<file path="src/include/slnp_defs.svh">
`ifndef SLNP_DEFS_SVH
`define SLNP_DEFS_SVH

// ----------------------------------------------------------------------------
// register map
// ----------------------------------------------------------------------------
`define SLNP_CTRL_OFS 32'h0000_0000
`define SLNP_STAT_OFS 32'h0000_0004
`define SLNP_ADDR_LSB 2
`define SLNP_ADDR_MSB 3

// ----------------------------------------------------------------------------
// control fields
// ----------------------------------------------------------------------------
`define SLNP_CTRL_EN_BIT 0
`define SLNP_CTRL_HOLD_BIT 1
`define SLNP_CTRL_RST 2'h1

// ----------------------------------------------------------------------------
// status fields
// ----------------------------------------------------------------------------
`define SLNP_STAT_BYTE_LSB 0
`define SLNP_STAT_LVL_LSB 8
`define SLNP_STAT_OVF_BIT 16
`define SLNP_STAT_SEL_BIT 17
`define SLNP_STAT_PEND_BIT 18
`define SLNP_STAT_OVF_LANE 2

// ----------------------------------------------------------------------------
// byte fields
// ----------------------------------------------------------------------------
`define SLNP_NIB_LSB 0
`define SLNP_NIB_MSB 3
`define SLNP_SPA_BIT 4
`define SLNP_SPB_BIT 5
`define SLNP_RSEL_BIT 6
`define SLNP_STB_BIT 7
`define SLNP_BYTE_RST 8'h00

// ----------------------------------------------------------------------------
// sizes and answers
// ----------------------------------------------------------------------------
`define SLNP_FIFO_WIDTH 8
`define SLNP_FIFO_DEPTH 16
`define SLNP_BITS_PER_BYTE 3'h7
`define SLNP_RESP_OKAY 2'h0
`define SLNP_RESP_SLVERR 2'h2

`endif

</file>
<file path="src/include/slnp_pkg.sv">
package slnp_pkg;
    typedef logic [7:0] slnp_byte_t;
    typedef logic [1:0] slnp_resp_t;
    typedef logic [4:0] slnp_level_t;
    // rx framing: gray along idle -> shifting
    typedef enum logic [0:0] {
        SLNP_RX_IDLE = 1'b0,
        SLNP_RX_SHIFT = 1'b1
    } slnp_rx_state_t;
endpackage : slnp_pkg

</file>
<file path="src/include/slnp_stream_if.sv">
`timescale 1ns/1ns
interface slnp_stream_if #(parameter int WIDTH = 8);
    logic [WIDTH-1:0] data;
    logic valid;
    logic ready;
    modport src (output data, output valid, input ready);
    modport snk (input data, input valid, output ready);
endinterface : slnp_stream_if

</file>
<file path="src/verilog/slnp_fifo.sv">
`timescale 1ns/1ns
module slnp_fifo #(
    parameter int WIDTH = 8,
    parameter int DEPTH = 16
) (
    input wire logic clk_sys,
    input wire logic rst_n,
    input wire logic ce,
    slnp_stream_if.snk push,
    slnp_stream_if.src pop,
    output logic [$clog2(DEPTH):0] level
);
    localparam int AW = $clog2(DEPTH);
    localparam logic [AW:0] FULL_CNT = (AW+1)'(DEPTH);

    logic [WIDTH-1:0] mem_q [DEPTH];
    logic [AW-1:0] wr_ptr_q;
    logic [AW-1:0] rd_ptr_q;
    logic [AW:0] cnt_q;
    logic [WIDTH-1:0] out_q;
    logic out_vld_q;

    wire do_push = push.valid && push.ready;
    // output stage refills whenever the fifo holds a byte and the stage is empty or being drained
    wire do_load = (cnt_q != '0) && (!out_vld_q || pop.ready);
    wire do_pop = out_vld_q && pop.ready;

    assign push.ready = (cnt_q != FULL_CNT);
    assign pop.data = out_q;
    assign pop.valid = out_vld_q;
    assign level = cnt_q + {{AW{1'b0}}, out_vld_q};

    always_ff @(posedge clk_sys) begin
        if (ce && do_push) begin
            mem_q[wr_ptr_q] <= push.data;
        end
    end

    always_ff @(posedge clk_sys or negedge rst_n) begin
        if (!rst_n) begin
            wr_ptr_q <= '0;
            rd_ptr_q <= '0;
            cnt_q <= '0;
            out_q <= '0;
            out_vld_q <= 1'b0;
        end else if (ce) begin
            if (do_push) begin
                wr_ptr_q <= wr_ptr_q + 1'b1;
            end
            if (do_load) begin
                out_q <= mem_q[rd_ptr_q];
                rd_ptr_q <= rd_ptr_q + 1'b1;
            end
            cnt_q <= cnt_q + (AW+1)'(do_push) - (AW+1)'(do_load);
            out_vld_q <= do_load || (out_vld_q && !do_pop);
        end
    end
endmodule : slnp_fifo

</file>
<file path="src/verilog/slnp_top.sv">
`timescale 1ns/1ns
`include "slnp_defs.svh"
// Overview of operation
// the low nibble of each byte drives the four upper lcd data lines.
// byte bits four and five go to two spare outputs unconnected to the lcd.
// byte bit six drives register select, zero for command and one for data.
// byte bit seven drives the lcd strobe, one asserted and zero released.
// the host builds each lcd write from three transfers, strobe clear, set, clear.
// the four lower lcd data lines are never driven by the port.
// the lcd read/write line is held at write and nothing is read back.
// the host runs the lcd in four-bit mode with at most eighty characters.
// serial bytes are taken only while the host holds the select active.
// the host waits out the lcd worst-case execution time between writes.
// the parallel outputs hold the last complete byte until a new one arrives; while the hold bit is set, up to 17 bytes wait in the fifo, the rest drop.
module slnp_top
    import slnp_pkg::*;
(
    input wire logic clk_sys,
    input wire logic rst_n,
    input wire logic ce,
    input wire logic spi_sclk,
    input wire logic spi_mosi,
    input wire logic spi_ss_n,
    input wire logic [31:0] s_axi_awaddr,
    input wire logic s_axi_awvalid,
    output logic s_axi_awready,
    input wire logic [31:0] s_axi_wdata,
    input wire logic [3:0] s_axi_wstrb,
    input wire logic s_axi_wvalid,
    output logic s_axi_wready,
    output logic [1:0] s_axi_bresp,
    output logic s_axi_bvalid,
    input wire logic s_axi_bready,
    input wire logic [31:0] s_axi_araddr,
    input wire logic s_axi_arvalid,
    output logic s_axi_arready,
    output logic [31:0] s_axi_rdata,
    output logic [1:0] s_axi_rresp,
    output logic s_axi_rvalid,
    input wire logic s_axi_rready,
    output logic [3:0] lcd_upper_data_lines,
    output logic spare_output_a,
    output logic spare_output_b,
    output logic register_select_bit,
    output logic lcd_strobe,
    output logic lcd_read_not_write,
    output logic [3:0] lcd_lower_data_lines,
    output logic [3:0] lcd_lower_data_lines_oe
);

    // ------------------------------------------------------------------------
    // pin synchronisers
    // ------------------------------------------------------------------------
    logic [2:0] sclk_q;
    logic [1:0] mosi_q;
    logic [1:0] ssn_q;

    always_ff @(posedge clk_sys or negedge rst_n) begin
        if (!rst_n) begin
            sclk_q <= 3'h0;
            mosi_q <= 2'h0;
            ssn_q <= 2'h3;
        end else if (ce) begin
            sclk_q <= {sclk_q[1:0], spi_sclk};
            mosi_q <= {mosi_q[0], spi_mosi};
            ssn_q <= {ssn_q[0], spi_ss_n};
        end
    end

    // edge found from stages two and three only; stage one feeds stage two alone
    wire sclk_rise = sclk_q[1] && !sclk_q[2];
    wire mosi_s = mosi_q[1];
    wire ss_active = !ssn_q[1];

    // ------------------------------------------------------------------------
    // control registers
    // ------------------------------------------------------------------------
    logic [1:0] ctrl_q;
    logic ovf_q;
    wire port_en = ctrl_q[`SLNP_CTRL_EN_BIT];
    wire drain_hold = ctrl_q[`SLNP_CTRL_HOLD_BIT];

    // ------------------------------------------------------------------------
    // serial receiver
    // ------------------------------------------------------------------------
    slnp_rx_state_t rx_state_q;
    slnp_rx_state_t rx_state_d;
    logic [2:0] bit_cnt_q;
    logic [6:0] shift_q;

    slnp_stream_if #(.WIDTH(`SLNP_FIFO_WIDTH)) rx_if ();
    slnp_stream_if #(.WIDTH(`SLNP_FIFO_WIDTH)) tx_if ();
    logic [4:0] fifo_level;

    // a byte only counts while selected and the port is enabled
    wire rx_go = ss_active && port_en;
    wire rx_bit = rx_go && sclk_rise;
    wire rx_done = rx_bit && (bit_cnt_q == `SLNP_BITS_PER_BYTE);
    wire [7:0] rx_byte = {shift_q, mosi_s};
    // the host clock cannot be stalled, so a full fifo drops the byte
    wire rx_drop = rx_done && !rx_if.ready;

    assign rx_if.valid = rx_done;
    assign rx_if.data = rx_byte;

    always_comb begin
        rx_state_d = rx_state_q;
        unique case (rx_state_q)
            SLNP_RX_IDLE: begin
                if (rx_go) begin
                    rx_state_d = SLNP_RX_SHIFT;
                end
            end
            SLNP_RX_SHIFT: begin
                if (!rx_go) begin
                    rx_state_d = SLNP_RX_IDLE;
                end
            end
        endcase
    end

    always_ff @(posedge clk_sys or negedge rst_n) begin
        if (!rst_n) begin
            rx_state_q <= SLNP_RX_IDLE;
            bit_cnt_q <= 3'h0;
            shift_q <= 7'h00;
        end else if (ce) begin
            rx_state_q <= rx_state_d;
            // a partial byte is thrown away when select drops
            if (rx_state_q == SLNP_RX_IDLE || !rx_go) begin
                bit_cnt_q <= 3'h0;
            end else if (rx_bit) begin
                bit_cnt_q <= bit_cnt_q + 3'h1;
                shift_q <= rx_byte[6:0];
            end
        end
    end

    // ------------------------------------------------------------------------
    // byte buffer
    // ------------------------------------------------------------------------
    slnp_fifo #(
        .WIDTH(`SLNP_FIFO_WIDTH),
        .DEPTH(`SLNP_FIFO_DEPTH)
    ) u_fifo (
        .clk_sys(clk_sys),
        .rst_n(rst_n),
        .ce(ce),
        .push(rx_if),
        .pop(tx_if),
        .level(fifo_level)
    );

    // ------------------------------------------------------------------------
    // parallel output latch
    // ------------------------------------------------------------------------
    slnp_byte_t out_q;
    wire out_load = tx_if.valid && !drain_hold;
    assign tx_if.ready = !drain_hold;

    always_ff @(posedge clk_sys or negedge rst_n) begin
        if (!rst_n) begin
            out_q <= `SLNP_BYTE_RST;
        end else if (ce && out_load) begin
            out_q <= tx_if.data;
        end
    end

    assign lcd_upper_data_lines = out_q[`SLNP_NIB_MSB:`SLNP_NIB_LSB];
    assign spare_output_a = out_q[`SLNP_SPA_BIT];
    assign spare_output_b = out_q[`SLNP_SPB_BIT];
    assign register_select_bit = out_q[`SLNP_RSEL_BIT];
    assign lcd_strobe = out_q[`SLNP_STB_BIT];

    // lower lines and read/write are fixed flops so every output is registered
    logic [3:0] lower_q;
    logic [3:0] lower_oe_q;
    logic rnw_q;

    always_ff @(posedge clk_sys or negedge rst_n) begin
        if (!rst_n) begin
            lower_q <= 4'h0;
            lower_oe_q <= 4'h0;
            rnw_q <= 1'b0;
        end else if (ce) begin
            lower_q <= 4'h0;
            lower_oe_q <= 4'h0;
            rnw_q <= 1'b0;
        end
    end

    assign lcd_lower_data_lines = lower_q;
    assign lcd_lower_data_lines_oe = lower_oe_q;
    assign lcd_read_not_write = rnw_q;

    // ------------------------------------------------------------------------
    // axi4-lite write channel
    // ------------------------------------------------------------------------
    logic aw_hold_q;
    logic w_hold_q;
    logic [31:0] awaddr_q;
    logic [31:0] wdata_q;
    logic [3:0] wstrb_q;
    logic awready_q;
    logic wready_q;
    logic bvalid_q;
    slnp_resp_t bresp_q;

    wire aw_take = s_axi_awvalid && awready_q;
    wire w_take = s_axi_wvalid && wready_q;
    wire do_write = aw_hold_q && w_hold_q && !bvalid_q;
    wire wr_ctrl = do_write && (awaddr_q == `SLNP_CTRL_OFS);
    wire wr_stat = do_write && (awaddr_q == `SLNP_STAT_OFS);
    wire wr_bad = do_write && !wr_ctrl && !wr_stat;
    wire aw_hold_d = (aw_hold_q || aw_take) && !do_write;
    wire w_hold_d = (w_hold_q || w_take) && !do_write;
    wire bvalid_d = do_write || (bvalid_q && !s_axi_bready);
    // overflow clears by writing one; a drop in the same cycle wins
    wire ovf_clr = wr_stat && wstrb_q[`SLNP_STAT_OVF_LANE] && wdata_q[`SLNP_STAT_OVF_BIT];
    wire ovf_d = rx_drop || (ovf_q && !ovf_clr);

    always_ff @(posedge clk_sys or negedge rst_n) begin
        if (!rst_n) begin
            aw_hold_q <= 1'b0;
            w_hold_q <= 1'b0;
            awaddr_q <= 32'h0000_0000;
            wdata_q <= 32'h0000_0000;
            wstrb_q <= 4'h0;
            awready_q <= 1'b0;
            wready_q <= 1'b0;
            bvalid_q <= 1'b0;
            bresp_q <= `SLNP_RESP_OKAY;
        end else if (ce) begin
            aw_hold_q <= aw_hold_d;
            w_hold_q <= w_hold_d;
            if (aw_take) begin
                awaddr_q <= {s_axi_awaddr[31:2], 2'h0};
            end
            if (w_take) begin
                wdata_q <= s_axi_wdata;
                wstrb_q <= s_axi_wstrb;
            end
            awready_q <= !aw_hold_d && !bvalid_d;
            wready_q <= !w_hold_d && !bvalid_d;
            bvalid_q <= bvalid_d;
            if (do_write) begin
                bresp_q <= wr_bad ? `SLNP_RESP_SLVERR : `SLNP_RESP_OKAY;
            end
        end
    end

    always_ff @(posedge clk_sys or negedge rst_n) begin
        if (!rst_n) begin
            ctrl_q <= `SLNP_CTRL_RST;
            ovf_q <= 1'b0;
        end else if (ce) begin
            if (wr_ctrl && wstrb_q[0]) begin
                ctrl_q <= wdata_q[1:0];
            end
            ovf_q <= ovf_d;
        end
    end

    assign s_axi_awready = awready_q;
    assign s_axi_wready = wready_q;
    assign s_axi_bvalid = bvalid_q;
    assign s_axi_bresp = bresp_q;

    // ------------------------------------------------------------------------
    // axi4-lite read channel
    // ------------------------------------------------------------------------
    logic arready_q;
    logic rvalid_q;
    logic [31:0] rdata_q;
    slnp_resp_t rresp_q;

    wire ar_take = s_axi_arvalid && arready_q;
    wire [31:0] ar_word = {s_axi_araddr[31:2], 2'h0};
    wire rd_ctrl = (ar_word == `SLNP_CTRL_OFS);
    wire rd_stat = (ar_word == `SLNP_STAT_OFS);
    wire rvalid_d = ar_take || (rvalid_q && !s_axi_rready);
    wire [31:0] ctrl_word = {30'h0000_0000, ctrl_q};
    wire [31:0] stat_word = {13'h0000, tx_if.valid, ss_active, ovf_q,
                             3'h0, fifo_level, out_q};
    wire [31:0] rd_word = rd_ctrl ? ctrl_word : (rd_stat ? stat_word : 32'h0000_0000);

    always_ff @(posedge clk_sys or negedge rst_n) begin
        if (!rst_n) begin
            arready_q <= 1'b0;
            rvalid_q <= 1'b0;
            rdata_q <= 32'h0000_0000;
            rresp_q <= `SLNP_RESP_OKAY;
        end else if (ce) begin
            arready_q <= !rvalid_d;
            rvalid_q <= rvalid_d;
            if (ar_take) begin
                rdata_q <= rd_word;
                rresp_q <= (rd_ctrl || rd_stat) ? `SLNP_RESP_OKAY : `SLNP_RESP_SLVERR;
            end
        end
    end

    assign s_axi_arready = arready_q;
    assign s_axi_rvalid = rvalid_q;
    assign s_axi_rdata = rdata_q;
    assign s_axi_rresp = rresp_q;
endmodule : slnp_top

</file>
<file path="config.mk">
export PLATFORM = sky130hd
export DESIGN_NAME = slnp_top
export DESIGN_NICKNAME = d
export VERILOG_FILES = /design/src/include/slnp_pkg.sv /design/src/include/slnp_stream_if.sv /design/src/verilog/slnp_fifo.sv /design/src/verilog/slnp_top.sv
export VERILOG_INCLUDE_DIRS = /design/src /design/src/include
export SDC_FILE = /design/constraint.sdc
export NUM_CORES = 1
export LEC_CHECK = 0
export BUFFER_PORTS_ARGS = -buffer_cell sky130_fd_sc_hd__buf_2
export CAP_MARGIN = 0
export CORE_ASPECT_RATIO = 0.75
export CORE_MARGIN = 4
export CORE_UTILIZATION = 56
export CTS_CLUSTER_SIZE = 8
export DETAILED_ROUTE_END_ITERATION = 7
export GPL_ROUTABILITY_DRIVEN = 1
export PLACE_DENSITY = 0.79
export SYNTH_ARGS = -nofsm -noshare
export SYNTH_HDL_FRONTEND = slang
export SYNTH_HIERARCHICAL = 1
export SYNTH_SLANG_ARGS = --single-unit
</file>
<file path="constraint.sdc">
create_clock -name clk_sys -period 3.3 [get_ports clk_sys]
set_input_delay 0.66 -clock clk_sys [delete_from_list [all_inputs] [get_ports clk_sys]]
set_output_delay 0.66 -clock clk_sys [all_outputs]
set_load 0.005 [all_outputs]
</file>
==> summary.txt <==
Worst Tran Pin Value = 0.837 ns
FF-to-FF Start = ctrl_q[0]
Final Non-Filler Cells = 1035
Worst Reg2Reg Path Length in Cells = 12
# rows = 42
Mapped Area = 10100 µm²
Number of distinct library cells after synthesis = 55
Setup TNS Final = 0 ns
Antenna Cells = 0
Longest Clk Path Bufs = 3
Crit-path slowest cell = dfstp_2
DP HPWL = 13.8 mm
CP dominant cell by count = xnor2_1
Setup Crit Path Kind = reg2reg
DRT antenna net count = 0
Bufs and invs on worst path = 1
Cell family with most CP delay = simple AND/OR/NAND/NOR gates
Core Region = 17700 µm²
Setup violators final = 0
Root Driver = clkbuf_16
H-Tree Depth = 2
Fill cell count = 1204
Vias post-DR = 5740
# IOs = 169
Post-CTS Hold Buffers = 0
Pwr dens = 750 nW/µm²
Final Critical Period = 2.89 ns
Drc violations = 0
DR pass1 iterations = 4
Initial antenna violation count = 0
Critical Path End Type = register
Fraction of layout cells with a size suffix above 1 = 35.7%
Outcome = finished, final reports clean
Fin crit share = 87.7%
Layout Nets = 898
Footprint of the multi-input gates = 3080 µm²
DRT iter0 DRCs = 398
Peak VDD IR = 0.000432 V
Most frequent cell after synthesis = edfxtp_1
Yosys top cell area share = 38.1%
Sequential area share after synthesis = 65.6%
Die Width = 163 µm
WL per Instance = 20.1 µm
Mux cell area share after synthesis = 15.5%
Max-slew headroom = 44.0%
Reg2Reg Capture Point = u_fifo/cnt_q[4]
Worst EP arrival = 3.33 ns
Clock insertion delay at the later pin of the skew report = 0.52 ns
RSZ-0062 raised after global routing = false
Crit path max fanout = 3
Fin. max-slew vios = 0
Largest net degree at the start of global routing = 61
Compound-Gate Fraction of Synth Area = 4.56%
Die Y = 124 µm
Maxcap violations = 0
Initial Util = 57.2%
Final hold violations = 0
Post-CTS Resized = 0
Global-route wire length before repair = 33.5 mm
Worst Clk Skew = 0.0116 ns
Critical Path Source Type = register
DIE AREA = 20300 µm²
Post-Synthesis Cells = 635
CTS tree = built
Async SR Flop Fraction = 46.4%
Leak = 0.00504 µW
Gp weighted congestion = 0.824
Sinks on Clock Net = 239
Worst min path class = in2async
Post-synth EDFFs = 128
Levels on crit path = 12
Post-synth top area cell = edfxtp_1
Combinational family with the most area after synthesis = multiplexers
Flop2flop setup slack = 0.41 ns
Sequential cell area = 6630 µm²
Simple-Gate Fraction of Synth Area = 6.16%
Commonest register cell after synthesis = edfxtp_1
Area Overhead vs Synth = 16.6%
Adder-Cell Fraction of Synth Area = 2.18%
Remaining global-route overflow = 0
Post-CTS Repair Setup Buffers = 0
Maximum clock rate = 0.346 GHz
Synth area leaders = edfxtp_1 38%, dfrtp_1 27%, mux2_2 7.1%
Placed Instances = 975
Port buffer count = 106
Worst-path clk slew = 0.05 ns
Yosys reg bits = 239
DRT Wirelength = 20.8 mm
Syn avg cell area = 15.9 µm²
Xor and xnor area share after synthesis = 1.04%
Worst Path Required = 3.74 ns
Gr usage total = 21.4%
Num CTS Buffers = 35
CP cell instances = nor2b_1, and3_1, nand2_1, xnor2_1, ha_1, inv_1, fa_1, nand2b_1, a21oi_1, o21ai_0, a21boi_0, xnor2_1
Vias in the first global route = 6195
Most common library cells after synthesis = 128 x edfxtp_1, 108 x dfrtp_1, 64 x mux2_2
Yosys warns = 6
CP max stage delay = 0.55 ns
Via density = 5.55
-- through the flow --
step	cell area (µm²)	total power, µW	hold slack [ns]	util [%]	worst slack (ns)
final	11800	8830	0.215	66.7	0.407
after global routing	11800	9300	0.290	66.7	0.200
after CTS	11800	8920	0.244	66.7	0.460
after detailed placement	10800	5630	0.465	61.0	0.528
after global placement	10800	5520	0.456	61.0	0.593
after floorplan	10200	5260	0.364	-	0.851
-- area by class of cell --
type / count / area share [%]
sequential: 239 / 56.3
multi-input combinational: 348 / 26.1
clock buffer: 57 / 8.14
timing repair buffer: 126 / 5.80
tap: 242 / 2.57
inverter: 20 / 0.638
clock inverter: 3 / 0.446
-- cell usage in the layout (no fill, tap or decap), types with 9 or more instances in the layout --
cell	n
buf_2	105
buf_4	21
clkbuf_1	22
clkbuf_16	35
conb_1	27
dfrtp_1	107
edfxtp_1	128
ha_1	16
inv_1	20
mux2_2	64
mux2i_1	10
mux4_2	25
nand2_1	50
nand3_1	9
nor2_1	24
nor4_1	12
o21ai_0	9
o21ai_2	10
xnor2_1	10
-- cells by family (layout without fill, tap and decap cells) --
logic type               Yosys count  count (layout)
AO/OA/AOI/OAI                     57              57
XOR/XNOR                          12              12
adder cells (fa/ha/maj)           17              17
buffers and inverters             74             206
flip-flops                       239             239
multiplexers                     106             106
other                              1              27
AND/OR/NAND/NOR                  129             129
-- sequential cells by signal (all words and copies together) (netlist names), 2 cells and up --
register / flops
mosi_q: 2
u_fifo/rd_ptr_q: 4
u_fifo/cnt_q: 5
sclk_q: 3
shift_q: 7
awaddr_q: 30
s_axi_rdata: 16
ctrl_q: 2
bit_cnt_q: 3
out_q: 8
ssn_q: 2
wstrb_q: 2
wdata_q: 3
u_fifo/mem_q: 128
u_fifo/pop.data: 8
u_fifo/wr_ptr_q: 4
-- report_power, final --
group | internal, µW | leakage (µW) | switching, µW | total [µW]
registers | 3570 | 0.00273 | 415 | 3990
logic | 862 | 0.00183 | 750 | 1610
clock network | 1990 | 0.000481 | 1250 | 3240
-- per-layer routing --
| layer | track usage [%] | vias up | wire length [µm] |
|---|---|---|---|
| met1 | 29.3 | 2929 | 8980 |
| met4 | 7.89 | 0 | 520 |
| li1 | - | 2601 | - |
| met5 | 0 | - | 0 |
| met3 | 4.43 | 42 | 1200 |
| met2 | 34.1 | 168 | 10100 |
-- worst max path at each step --
| stage | from | end | slack, ns |
|---|---|---|---|
| detailed placement | ctrl_q[0] | u_fifo/cnt_q[4] | 0.53 |
| finish | ctrl_q[0] | u_fifo/cnt_q[4] | 0.41 |
| global route | ctrl_q[0] | u_fifo/cnt_q[4] | 0.20 |
| floorplan | u_fifo/cnt_q[2] | u_fifo/cnt_q[4] | 0.85 |
| CTS | ctrl_q[0] | u_fifo/cnt_q[4] | 0.46 |
| global placement | ctrl_q[0] | u_fifo/cnt_q[4] | 0.59 |
Power figures use the tool's default switching activity.
